### src/hdl/ssw_pkg.sv
/*
  Package for the side-set and program-counter wrap block: field layouts,
  widths, reset values and structs shared by the two design files.
  Assumes a single 25 MHz system clock and an asynchronous active-high reset.
*/
package ssw_pkg;

  // ==========================================================================
  // Sizes
  localparam int unsigned PC_W      = 5;   // 32 instruction slots
  localparam int unsigned GPIO_N    = 32;  // GPIO count seen by the block
  localparam int unsigned GPIO_W    = 5;   // Width of a GPIO number
  localparam int unsigned FIELD_W   = 5;   // Delay/side-set field width
  localparam int unsigned CNT_W     = 3;   // Side-set count 0..5
  localparam int unsigned INSTR_W   = 16;

  // ==========================================================================
  // Instruction field positions
  localparam int unsigned FIELD_LSB = 8;
  localparam int unsigned FIELD_MSB = 12;

  // ==========================================================================
  // Constants and reset values
  localparam logic [PC_W-1:0]    PC_LAST       = 5'h1f;
  localparam logic [PC_W-1:0]    PC_RST        = 5'h00;
  localparam logic [PC_W-1:0]    PC_ONE        = 5'h01;
  localparam logic [CNT_W-1:0]   CNT_MAX       = 3'h5;
  localparam logic [FIELD_W-1:0] DELAY_ZERO    = 5'h00;
  localparam logic [FIELD_W-1:0] DELAY_ONE     = 5'h01;
  localparam logic [GPIO_N-1:0]  GPIO_RST      = 32'h00000000;

  // ==========================================================================
  // Configuration carried from the control registers
  typedef struct packed {
    logic [CNT_W-1:0]  side_bit_count;
    logic              side_enable_opt;
    logic [GPIO_W-1:0] side_first_gpio;
    logic              side_targets_direction;
    logic [PC_W-1:0]   loop_end_address;
    logic [PC_W-1:0]   loop_start_address;
  } ssw_cfg_t;

  // Per-instruction request from the execution core
  typedef struct packed {
    logic               valid;       // Instruction presented this cycle
    logic [INSTR_W-1:0] word;        // Full instruction word
    logic               stall;       // Core cannot finish it this cycle
    logic               jump_taken;  // Jump with condition true
    logic [PC_W-1:0]    jump_target;
  } ssw_exec_t;

  // Pin write request from OUT or SET
  typedef struct packed {
    logic [GPIO_N-1:0] mask;
    logic [GPIO_N-1:0] value;
  } ssw_pinwr_t;

endpackage

### src/hdl/ssw_side_decode.sv
/*
  Side-set decoder: splits the delay/side-set field into side-set data, an
  enable and a delay count, then maps the data onto a 32-bit GPIO mask.
  Assumes the count never exceeds five; larger values are clamped.
*/
`timescale 1ns/1ps
module ssw_side_decode (
  input  wire logic [ssw_pkg::FIELD_W-1:0] field_i,
  input  wire logic [ssw_pkg::CNT_W-1:0]   count_i,
  input  wire logic                        enable_opt_i,
  input  wire logic [ssw_pkg::GPIO_W-1:0]  first_gpio_i,
  output logic                             apply_o,
  output logic [ssw_pkg::GPIO_N-1:0]       mask_o,
  output logic [ssw_pkg::GPIO_N-1:0]       value_o,
  output logic [ssw_pkg::FIELD_W-1:0]      delay_o
);

  // ==========================================================================
  // Field split
  logic [ssw_pkg::CNT_W-1:0]   cnt;
  logic [ssw_pkg::CNT_W-1:0]   dly_bits;
  logic [ssw_pkg::CNT_W-1:0]   data_bits;
  logic [ssw_pkg::FIELD_W-1:0] side_raw;
  logic [ssw_pkg::FIELD_W-1:0] data_mask;
  logic                        en_bit;
  logic [ssw_pkg::GPIO_N-1:0]  data_wide;
  logic [ssw_pkg::GPIO_N-1:0]  mask_wide;

  // Clamp keeps a bad count from shifting garbage into the delay
  assign cnt       = (count_i > ssw_pkg::CNT_MAX) ? ssw_pkg::CNT_MAX : count_i;
  assign dly_bits  = ssw_pkg::CNT_MAX - cnt;
  // Side-set bits are the MSBs; shift them down to bit 0
  assign side_raw  = field_i >> dly_bits;
  // Delay is what is left at the LSB end
  assign delay_o   = field_i & ~({ssw_pkg::FIELD_W{1'b1}} << dly_bits);
  // Top side-set bit is always the field MSB, whatever the count
  assign en_bit    = (cnt != 3'h0) & field_i[ssw_pkg::FIELD_W-1];
  assign data_bits = (enable_opt_i && cnt != 3'h0) ? cnt - 3'h1 : cnt;
  assign data_mask = ~({ssw_pkg::FIELD_W{1'b1}} << data_bits);
  assign apply_o   = (cnt != 3'h0) && (!enable_opt_i || en_bit);

  // Rotate onto GPIOs so bits past the top wrap round to GPIO 0
  assign data_wide = {27'h0000000, side_raw & data_mask};
  assign mask_wide = {27'h0000000, data_mask};
  assign value_o   = (data_wide << first_gpio_i) | (data_wide >> (6'h20 - {1'b0, first_gpio_i}));
  assign mask_o    = apply_o ?
                     ((mask_wide << first_gpio_i) | (mask_wide >> (6'h20 - {1'b0, first_gpio_i})))
                     : ssw_pkg::GPIO_RST;

endmodule // ssw_side_decode

### src/hdl/ssw_core.sv
/*
  Per-state-machine side-set and program-counter logic.

  What this file holds:
  - The side-set path. Each instruction word carries a five-bit
    delay/side-set field; the decoder splits it into side-set data, an
    optional enable bit and a delay count, and maps the data onto a
    32-bit GPIO mask starting at the configured first GPIO.
  - The pin merge. OUT/SET level and direction writes are applied
    first and side-set is laid over them, so side-set wins on any pin
    that both touch in one cycle.
  - The sequencer. Three states: RUN takes an instruction, STALL holds
    a stalled one until the core lets it finish, DELAY idles for the
    encoded number of cycles after it retires.
  - The program counter. On retire it takes, in order of priority, a
    taken jump target, the wrap bottom when it sits on the wrap top,
    or its own value plus one, rolling from 31 to 0.

  Timing seen from the core:
  - An instruction is taken at the rising edge where it is valid in
    RUN. Its side-set shows on the pin outputs right after that edge, even
    when it stalls; later stall cycles do not repeat the side-set.
  - pc_o moves at the edge where the instruction retires, so the wrap
    costs no cycle of its own.
  - A delay of d gives d cycles with fetch_ready_o low after the
    retiring edge; a stalled instruction counts its delay only after
    the stall ends.
  - jump_taken and jump_target are looked at only in the retiring cycle.

  What it assumes of its surroundings:
  - One 25 MHz clock and an asynchronous active-high reset.
  - The core presents one instruction per cycle and re-presents a
    stalled one until stall drops; anything presented while
    fetch_ready_o is low is ignored.
  - Configuration inputs are held steady while the machine runs; the
    wrap addresses are absolute slot numbers, so software adds any
    program offset itself.
  - OUT/SET writes land in every cycle their mask is set, delay cycles
    included.
  - Side-set mapping wraps modulo 32, so a base near the top spills
    onto GPIO 0 and up; counts above five are clamped to five.
*/
`timescale 1ns/1ps

module ssw_core (
  input  wire logic                        clk_i,
  input  wire logic                        rst_i,
  input  wire ssw_pkg::ssw_cfg_t           cfg_i,
  input  wire ssw_pkg::ssw_exec_t          exec_i,
  input  wire ssw_pkg::ssw_pinwr_t         out_wr_i,
  input  wire ssw_pkg::ssw_pinwr_t         dir_wr_i,
  output logic [ssw_pkg::PC_W-1:0]         pc_o,
  output logic                             busy_o,
  output logic                             fetch_ready_o,
  output logic [ssw_pkg::GPIO_N-1:0]       pin_level_o,
  output logic [ssw_pkg::GPIO_N-1:0]       pin_dir_o
);

  // ==========================================================================
  // State
  typedef enum logic [1:0] {
    SSW_RUN,
    SSW_STALL,
    SSW_DELAY
  } ssw_state_t;

  ssw_state_t                  state_q;
  ssw_state_t                  state_d;
  logic [ssw_pkg::PC_W-1:0]    pc_q;
  logic [ssw_pkg::PC_W-1:0]    pc_d;
  logic [ssw_pkg::FIELD_W-1:0] dly_q;
  logic [ssw_pkg::FIELD_W-1:0] dly_d;
  logic [ssw_pkg::GPIO_N-1:0]  lvl_q;
  logic [ssw_pkg::GPIO_N-1:0]  lvl_d;
  logic [ssw_pkg::GPIO_N-1:0]  dir_q;
  logic [ssw_pkg::GPIO_N-1:0]  dir_d;

  // ==========================================================================
  // Side-set decode
  logic                        side_apply;
  logic [ssw_pkg::GPIO_N-1:0]  side_mask;
  logic [ssw_pkg::GPIO_N-1:0]  side_value;
  logic [ssw_pkg::FIELD_W-1:0] side_delay;

  ssw_side_decode u_decode (
    .field_i      (exec_i.word[ssw_pkg::FIELD_MSB:ssw_pkg::FIELD_LSB]),
    .count_i      (cfg_i.side_bit_count),
    .enable_opt_i (cfg_i.side_enable_opt),
    .first_gpio_i (cfg_i.side_first_gpio),
    .apply_o      (side_apply),
    .mask_o       (side_mask),
    .value_o      (side_value),
    .delay_o      (side_delay)
  );

  // ==========================================================================
  // Instruction qualification
  logic                        in_run;
  logic                        in_stall;
  logic                        first_cyc;
  logic                        side_fire;
  logic                        side_lvl;
  logic                        side_dir;
  logic                        retire_now;
  logic                        has_delay;

  // Taken only in RUN; waits in STALL, ignored in DELAY
  assign in_run     = (state_q == SSW_RUN);
  assign in_stall   = (state_q == SSW_STALL);
  assign first_cyc  = in_run & exec_i.valid;

  // Side-set fires only on the first cycle, so a stall does not repeat it
  assign side_fire  = first_cyc & side_apply;
  assign side_lvl   = side_fire & ~cfg_i.side_targets_direction;
  assign side_dir   = side_fire & cfg_i.side_targets_direction;

  // Retire on the first cycle, or on the cycle a stall lifts
  assign retire_now = exec_i.valid & ~exec_i.stall & (in_run | in_stall);
  assign has_delay  = (side_delay != ssw_pkg::DELAY_ZERO);

  // ==========================================================================
  // Pin merge: OUT/SET first, then side-set on top
  logic [ssw_pkg::GPIO_N-1:0]  lvl_core;
  logic [ssw_pkg::GPIO_N-1:0]  dir_core;
  logic [ssw_pkg::GPIO_N-1:0]  lvl_smask;
  logic [ssw_pkg::GPIO_N-1:0]  dir_smask;

  // OUT/SET writes land whenever their mask is set, delay cycles included
  assign lvl_core  = (lvl_q & ~out_wr_i.mask) | (out_wr_i.value & out_wr_i.mask);
  assign dir_core  = (dir_q & ~dir_wr_i.mask) | (dir_wr_i.value & dir_wr_i.mask);

  // Only one side-set mask is ever open, chosen by the direction option
  assign lvl_smask = side_lvl ? side_mask : ssw_pkg::GPIO_RST;
  assign dir_smask = side_dir ? side_mask : ssw_pkg::GPIO_RST;

  // Side-set laid last so it wins on pins that OUT/SET also wrote
  assign lvl_d = (lvl_core & ~lvl_smask) | (side_value & lvl_smask);
  assign dir_d = (dir_core & ~dir_smask) | (side_value & dir_smask);

  // ==========================================================================
  // Next PC: jump, then wrap, then increment; all in the retiring cycle
  logic                        at_wrap_top;
  logic [ssw_pkg::PC_W-1:0]    pc_inc;
  logic [ssw_pkg::PC_W-1:0]    pc_wrap;
  logic [ssw_pkg::PC_W-1:0]    pc_next;

  // Absolute compare: a program at an offset needs offset wrap values
  assign at_wrap_top = (pc_q == cfg_i.loop_end_address);

  // Plain roll from the last slot back to slot zero
  assign pc_inc  = (pc_q == ssw_pkg::PC_LAST) ? ssw_pkg::PC_RST
                                              : pc_q + ssw_pkg::PC_ONE;

  // Wrap folded into the retiring instruction, so it costs no cycle
  assign pc_wrap = at_wrap_top ? cfg_i.loop_start_address : pc_inc;

  // A taken jump outranks the wrap
  assign pc_next = exec_i.jump_taken ? exec_i.jump_target : pc_wrap;

  // PC holds through stall and delay cycles
  assign pc_d    = retire_now ? pc_next : pc_q;

  // ==========================================================================
  // Delay capture. The word may change while stalled, so the delay is
  // latched in the first cycle and counting starts only after the stall.
  logic [ssw_pkg::FIELD_W-1:0] dly_hold_q;
  logic [ssw_pkg::FIELD_W-1:0] dly_hold_d;
  logic [ssw_pkg::FIELD_W-1:0] dly_use;

  assign dly_hold_d = first_cyc ? side_delay : dly_hold_q;
  assign dly_use    = in_run ? side_delay : dly_hold_q;

  // ==========================================================================
  // Sequencer: next state and delay countdown

  always_comb
  begin
    state_d = state_q;
    dly_d   = dly_q;
    case (state_q)
      // Take a new instruction; stall or delay decide where to go
      SSW_RUN:
      begin
        if (exec_i.valid && exec_i.stall)
        begin
          state_d = SSW_STALL;
        end
        else if (exec_i.valid && has_delay)
        begin
          state_d = SSW_DELAY;
          dly_d   = side_delay;
        end
      end
      // Wait for the stall to lift, then start the latched delay
      SSW_STALL:
      begin
        if (retire_now)
        begin
          if (dly_use != ssw_pkg::DELAY_ZERO)
          begin
            state_d = SSW_DELAY;
            dly_d   = dly_use;
          end
          else
          begin
            state_d = SSW_RUN;
          end
        end
      end
      // Idle cycles; inputs from the core are ignored here
      SSW_DELAY:
      begin
        // Exactly dly cycles idle, then back to fetch
        if (dly_q == ssw_pkg::DELAY_ONE)
        begin
          state_d = SSW_RUN;
          dly_d   = ssw_pkg::DELAY_ZERO;
        end
        else
        begin
          dly_d = dly_q - ssw_pkg::DELAY_ONE;
        end
      end
      // Unused encoding falls back to fetch
      default:
      begin
        state_d = SSW_RUN;
        dly_d   = ssw_pkg::DELAY_ZERO;
      end
    endcase
  end

  // ==========================================================================
  // Registers: one short block per register so each reset value sits
  // beside its own next-value assignment

  // Sequencer state
  always_ff @(posedge clk_i or posedge rst_i)
  begin
    if (rst_i)
    begin
      state_q <= SSW_RUN;
    end
    else
    begin
      state_q <= state_d;
    end
  end

  // Program counter
  always_ff @(posedge clk_i or posedge rst_i)
  begin
    if (rst_i)
    begin
      pc_q <= ssw_pkg::PC_RST;
    end
    else
    begin
      pc_q <= pc_d;
    end
  end

  // Delay countdown
  always_ff @(posedge clk_i or posedge rst_i)
  begin
    if (rst_i)
    begin
      dly_q <= ssw_pkg::DELAY_ZERO;
    end
    else
    begin
      dly_q <= dly_d;
    end
  end

  // Delay latched at the first cycle of a stalled instruction
  always_ff @(posedge clk_i or posedge rst_i)
  begin
    if (rst_i)
    begin
      dly_hold_q <= ssw_pkg::DELAY_ZERO;
    end
    else
    begin
      dly_hold_q <= dly_hold_d;
    end
  end

  // Pin levels
  always_ff @(posedge clk_i or posedge rst_i)
  begin
    if (rst_i)
    begin
      lvl_q <= ssw_pkg::GPIO_RST;
    end
    else
    begin
      lvl_q <= lvl_d;
    end
  end

  // Pin directions; every pin an input after reset
  always_ff @(posedge clk_i or posedge rst_i)
  begin
    if (rst_i)
    begin
      dir_q <= ssw_pkg::GPIO_RST;
    end
    else
    begin
      dir_q <= dir_d;
    end
  end

  // ==========================================================================
  // Outputs
  // Data outputs straight from flip-flops
  assign pc_o          = pc_q;
  assign pin_level_o   = lvl_q;
  assign pin_dir_o     = dir_q;
  assign busy_o        = (state_q != SSW_RUN);
  // Core may present a new instruction only in RUN, or keep the stalled one
  assign fetch_ready_o = (state_q != SSW_DELAY);

endmodule // ssw_core

### config.mk
export PLATFORM = sky130hd
export DESIGN_NAME = ssw_core
export DESIGN_NICKNAME = d
export VERILOG_FILES = /design/src/hdl/ssw_pkg.sv /design/src/hdl/ssw_side_decode.sv /design/src/hdl/ssw_core.sv
export SDC_FILE = /design/constraint.sdc
export NUM_CORES = 1
export LEC_CHECK = 0
export BUFFER_PORTS_ARGS = -buffer_cell sky130_fd_sc_hd__buf_2
export CAP_MARGIN = 20
export CORE_UTILIZATION = 54
export CTS_CLUSTER_SIZE = 28
export DETAILED_ROUTE_END_ITERATION = 10
export GPL_ROUTABILITY_DRIVEN = 1
export PLACE_DENSITY = 0.95
export SLEW_MARGIN = 15
export SYNTH_ARGS = -nofsm -noshare
export SYNTH_HDL_FRONTEND = slang
export SYNTH_SLANG_ARGS = --single-unit
export TNS_END_PERCENT = 5
### constraint.sdc
create_clock -name clk_i -period 5.24 [get_ports clk_i]
set_input_delay 1.048 -clock clk_i [delete_from_list [all_inputs] [get_ports clk_i]]
set_output_delay 1.048 -clock clk_i [all_outputs]
set_load 0.05 [all_outputs]
== Word-level counts from Yosys, hierarchy flattened ==
Cells that the tools add are included.

* Memories: 0
* Register bits after elaboration: 81
* Latch bits: 0
* Bits of input ports: 174
* Bits in writable memories: 0
* Bits in read-only memories: 0
* Logic and storage cells: 97

* Bitwise logic cells: 32
* Add/sub/neg operators: 5
* Div/mod/pow operators: 0
* Order comparisons: 1
* Multipliers: 0
* Equal/unequal tests: 12
* Shift-type cells: 7
* Multiplexer cells: 21
* Reductions and logical operators: 13

{| class="wikitable"
|+ Operator list
! operator !! count
|-
| bitwise AND 32 bit || 8
|-
| bitwise OR 32 bit || 6
|-
| inverter 32 bit || 4
|-
| 2-to-1 mux 32 bit || 3
|-
| << shifter 5 x 5 -> 32 bit || 2
|-
| right shift 5 x 6 -> 32 bit || 2
|-
| 2-to-1 mux 5 bit || 9
|-
| one-hot mux 5 bit (3 select lines) || 1
|-
| bitwise AND 5 bit || 2
|-
| 2-to-1 mux 2 bit || 5
|-
| inverter 5 bit || 2
|-
| nonzero test 5 bit || 2
|-
| << shifter 5 x 3 -> 5 bit, first input constant || 2
|-
| bitwise AND 1 bit || 7
|-
| 2-to-1 mux 3 bit || 2
|-
| inequality test 2 x 1 -> 1 bit, second input constant || 3
|-
| inequality test 2 bit, second input constant || 3
|-
| one-hot mux 2 bit (3 select lines) || 1
|-
| subtractor 6 x 5 -> 6 bit, first input constant || 1
|-
| adder 5 x 1 -> 5 bit, second input constant || 1
|-
| == test 5 x 1 -> 1 bit, second input constant || 1
|-
| == test 5 bit || 1
|-
| == test 5 bit, second input constant || 1
|-
| right shift 5 x 3 -> 5 bit || 1
|-
| 17 further kinds || 21
|}

== Depth between registers and ports, before layout ==
* Depth after elaboration: 14
* Depth in mapped cells: 13
* Depth with buffers taken out: 10

== By module ==
From an unflattened synthesis, not the netlist that was laid out.

* Cell total of the unflattened synthesis: 741
* Area total of the unflattened synthesis: 6552.5 sq um

{| class="wikitable"
|+ By module, submodules not included
! module !! times used !! cells an instance !! area an instance (sq um)
|-
| ssw_core || 1 || 398 || 4441.8
|-
| ssw_side_decode || 1 || 343 || 2110.8
|}

== Worst setup path after synthesis ==
No wires, ideal clock.

* Path kind: in2reg
* Start point: input cfg_i[19] (netlist bit)
* End point: register with a tool-made name
* Stages: 12
* Arrival time: 3.717 ns
* Path slack: 1.399 ns
* Required time: 5.116 ns
* Library setup time: 0.124 ns
* Path through: buf_6 -> clkbuf_1 -> a21oi_1 -> ha_1 -> nor4bb_1 -> or2_1 -> or4_4 -> buf_6 -> or3b_4 -> o211ai_2 -> a32o_1 -> o31a_1

{| class="wikitable"
|+ RTL lines
! item !! line !! text
|-
| start, declared || ssw_core.sv:48 || <nowiki>input wire ssw_pkg::ssw_cfg_t cfg_i,</nowiki>
|}

==> metrics.cfg <==
[drt]
firstDrtPassIters = 6
ant_nets = 0
vias = 6861
drc_errors = 0
wl_mm = 20.2
viasPerCell = 6.47
drtIter0Drc = 959
wl_per_cell_microns = 19.0

[setup_path]
rrSetupSlack_ns = 2.26
cp_cell_sequence = buf_2 -> nand2b_2 -> ha_1 -> nor4bb_1 -> o21ai_0 -> o21ai_1 -> nand2_1 -> o22ai_1 -> a221oi_1 -> a31oi_1
max_stage_delay_ns = 0.66
cp-end-kind = flip-flop
r2r_cells = 6
crit_arrival_ns = 4.47
critical_path_required_ns = 5.50
path_class = input pin to flip-flop
startpoint_type = input pin
cpMaxStageDelayCell = o22ai_1
crit_fanout = 20

[clock_network]
ctsResizeCount = 0
clk_pin_slew_worst_paths_ns = 0.06
numCtsBuffers = 9
cts-root-buf = clkbuf_16
cts_buffer_depth = 2
postCtsHoldBufs = 0
postCtsSetupRepairBufs = 0
h-tree-depth = 3
cts_num_sinks = 81
cts_tree = done
clock_latency_ns = 0.35

[worst_hold_path]
min_path_type = flip-flop to flip-flop
hold-path-cell-count = 2

[grt]
grt_pass1_vias = 6264
grt_pass1_wl_mm = 31.4
grt.total_usage_pct = 34.6
antenna_found_initial = 1
grt_max_degree = 42
gr-total-overflow = 0

[finish]
final_cell_mix = 233 x buf_2, 81 x dfrtp_1, 64 x nor2_1
design_area_sq_um = 7680
final_common_cell = buf_2
fin_nets = 1099
area_growth_pct = 24.4
num_antenna_cells = 0
finalNonFillerCells = 1061
drive_gt1_share_pct = 31.1

[power_and_ir_drop]
ir_worst_vdd_mv = 0.327
total_leakage_power_uw = 0.00358
power_density_nw_per_um2 = 333

[sta]
worstMarginPinSlew_ns = 0.914
rsz0062_at_grt = false
post-route-period-util_pct = 80.5
finalHoldViolations = 0
fmax_mhz = 237
drv_slew = 0
setup_violations = 0
setup-tns-final_ns = 0
fin_worst_skew_ns = 0.0113
slew_headroom_pct = 38.6
period_minus_slack_ns = 4.22

[placed_design]
numPortBuffers = 233
dp.cells = 1045
place_congestion = 0.992
placed_area_sq_um = 7380
dpl.hpwl_mm = 15.1

[die]
num_io_pins = 245
core_sq_um = 11000
dieArea_sq_um = 11900
initial_core_util_pct = 56.3
core.rowCount = 38
die_h_microns = 109
die_w_microns = 109

[synth]
synth_mux_area_share_pct = 10.5
synth_nets = 887
yosysWarnings = 0
synthAdderAreaFrac_pct = 1.82
synth_top_family_by_area = compound AO/OA/AOI/OAI gates
yosysTopAreaCell = dfrtp_1
synth.area.top_cells = dfrtp_1 33%, mux2i_1 9.7%, a221oi_1 5.4%
syn_avg_cell_area_sq_um = 8.78
synth_cell_types = 83
synth-main-ff-cell = dfrtp_1
ys_ff_latch = 81
synthCells = 704
synth_top_area_share_pct = 32.8
synth_simple_gate_area_share_pct = 20.6
synth-compound-area-share_pct = 29.3
synth-edff-count = 0
synthXorXnorAreaFrac_pct = 0.992
ys_seq_area_share_pct = 32.8
syn-cell-area_sq_um = 6180
async_flop_share_pct = 100

[status]
status = finished clean

[flow_run]
maxCapViolCount = 0

worst max-delay path, delay by kind of cell:
kind,cells,cell delay [ns]
buffers and inverters,1,0.29
AOI/OAI and AO/OA,5,1.85
and+or+nand+nor,3,0.98
adders and majority gates,1,0.30
metrics by stage:
| stage | total power (uW) | hold slack, ns | worst slack [ns] | utilization [%] |
|---|---|---|---|---|
| 2_1_floorplan | 1610 | 0.463 | 1.40 | - |
| 3_3_place_gp | 1870 | 0.484 | 0.990 | 67.2 |
| 3_5_place_dp | 1900 | 0.500 | 0.884 | 67.2 |
| 4_1_cts | 2550 | 0.511 | 1.23 | 70.0 |
| 5_1_grt | 2700 | 0.553 | 0.873 | 70.0 |
| 6_report | 2560 | 0.520 | 1.02 | 70.0 |
cell type report:
type	instances	area, sq um
timing repair buffer	238	1200
multi-input combinational	568	3910
tap	140	175
inverter	18	68.8
clock inverter	7	77.6
clock buffer	9	225
fill	865	3300
sequential	81	2030
power breakdown:
group	leakage, uW	internal (uW)	switching, uW
sequential	0.000980	738	105
clock	0.000152	375	272
combinational	0.00245	341	727
final timing paths:
path,from,endpoint
worst max-delay path,cfg_i[19],flip-flop
worst min-delay path,dly_hold_q[3],dly_hold_q[3]
worst max register to register,state_q[0],flip-flop
worst min register to register,dly_hold_q[3],dly_hold_q[3]
max in group asynchronous,rst_i,asynchronous set/reset pin
min in group asynchronous,rst_i,asynchronous set/reset pin
cell usage after synthesis (4+ instances only):
cell type	number
nor3b_1	4
and2_1	10
mux2i_1	60
nor2b_1	42
nand3_1	16
a21oi_1	38
a221oi_1	38
a21o_1	5
clkbuf_1	20
a31oi_1	36
o211ai_1	6
nand2_1	39
nor2_1	64
buf_2	9
inv_1	17
o31a_1	4
dfrtp_1	81
xor2_1	4
or3b_2	4
ha_1	9
and3_1	6
o22ai_1	6
a22oi_1	9
a211oi_1	4
nor3_1	12
o21ai_0	41
nand2b_1	21
kinds of logic after synthesis:
logic type	after synthesis
multiplexers	64
adder cells (fa/ha/maj)	9
AND/OR/NAND/NOR	241
AO/OA/AOI/OAI	247
flip-flops	81
buffers and inverters	55
XOR/XNOR	7
routing by layer:
layer  part of all wire (%)  up-vias  track usage, %
li1                       -     3124               -
met1                     39     3182            44.5
met2                     47      459            55.2
met3                    9.8       96            7.77
met4                    3.8        0            15.5
met5                      0        -               0
(Power assumes the default switching activity.)
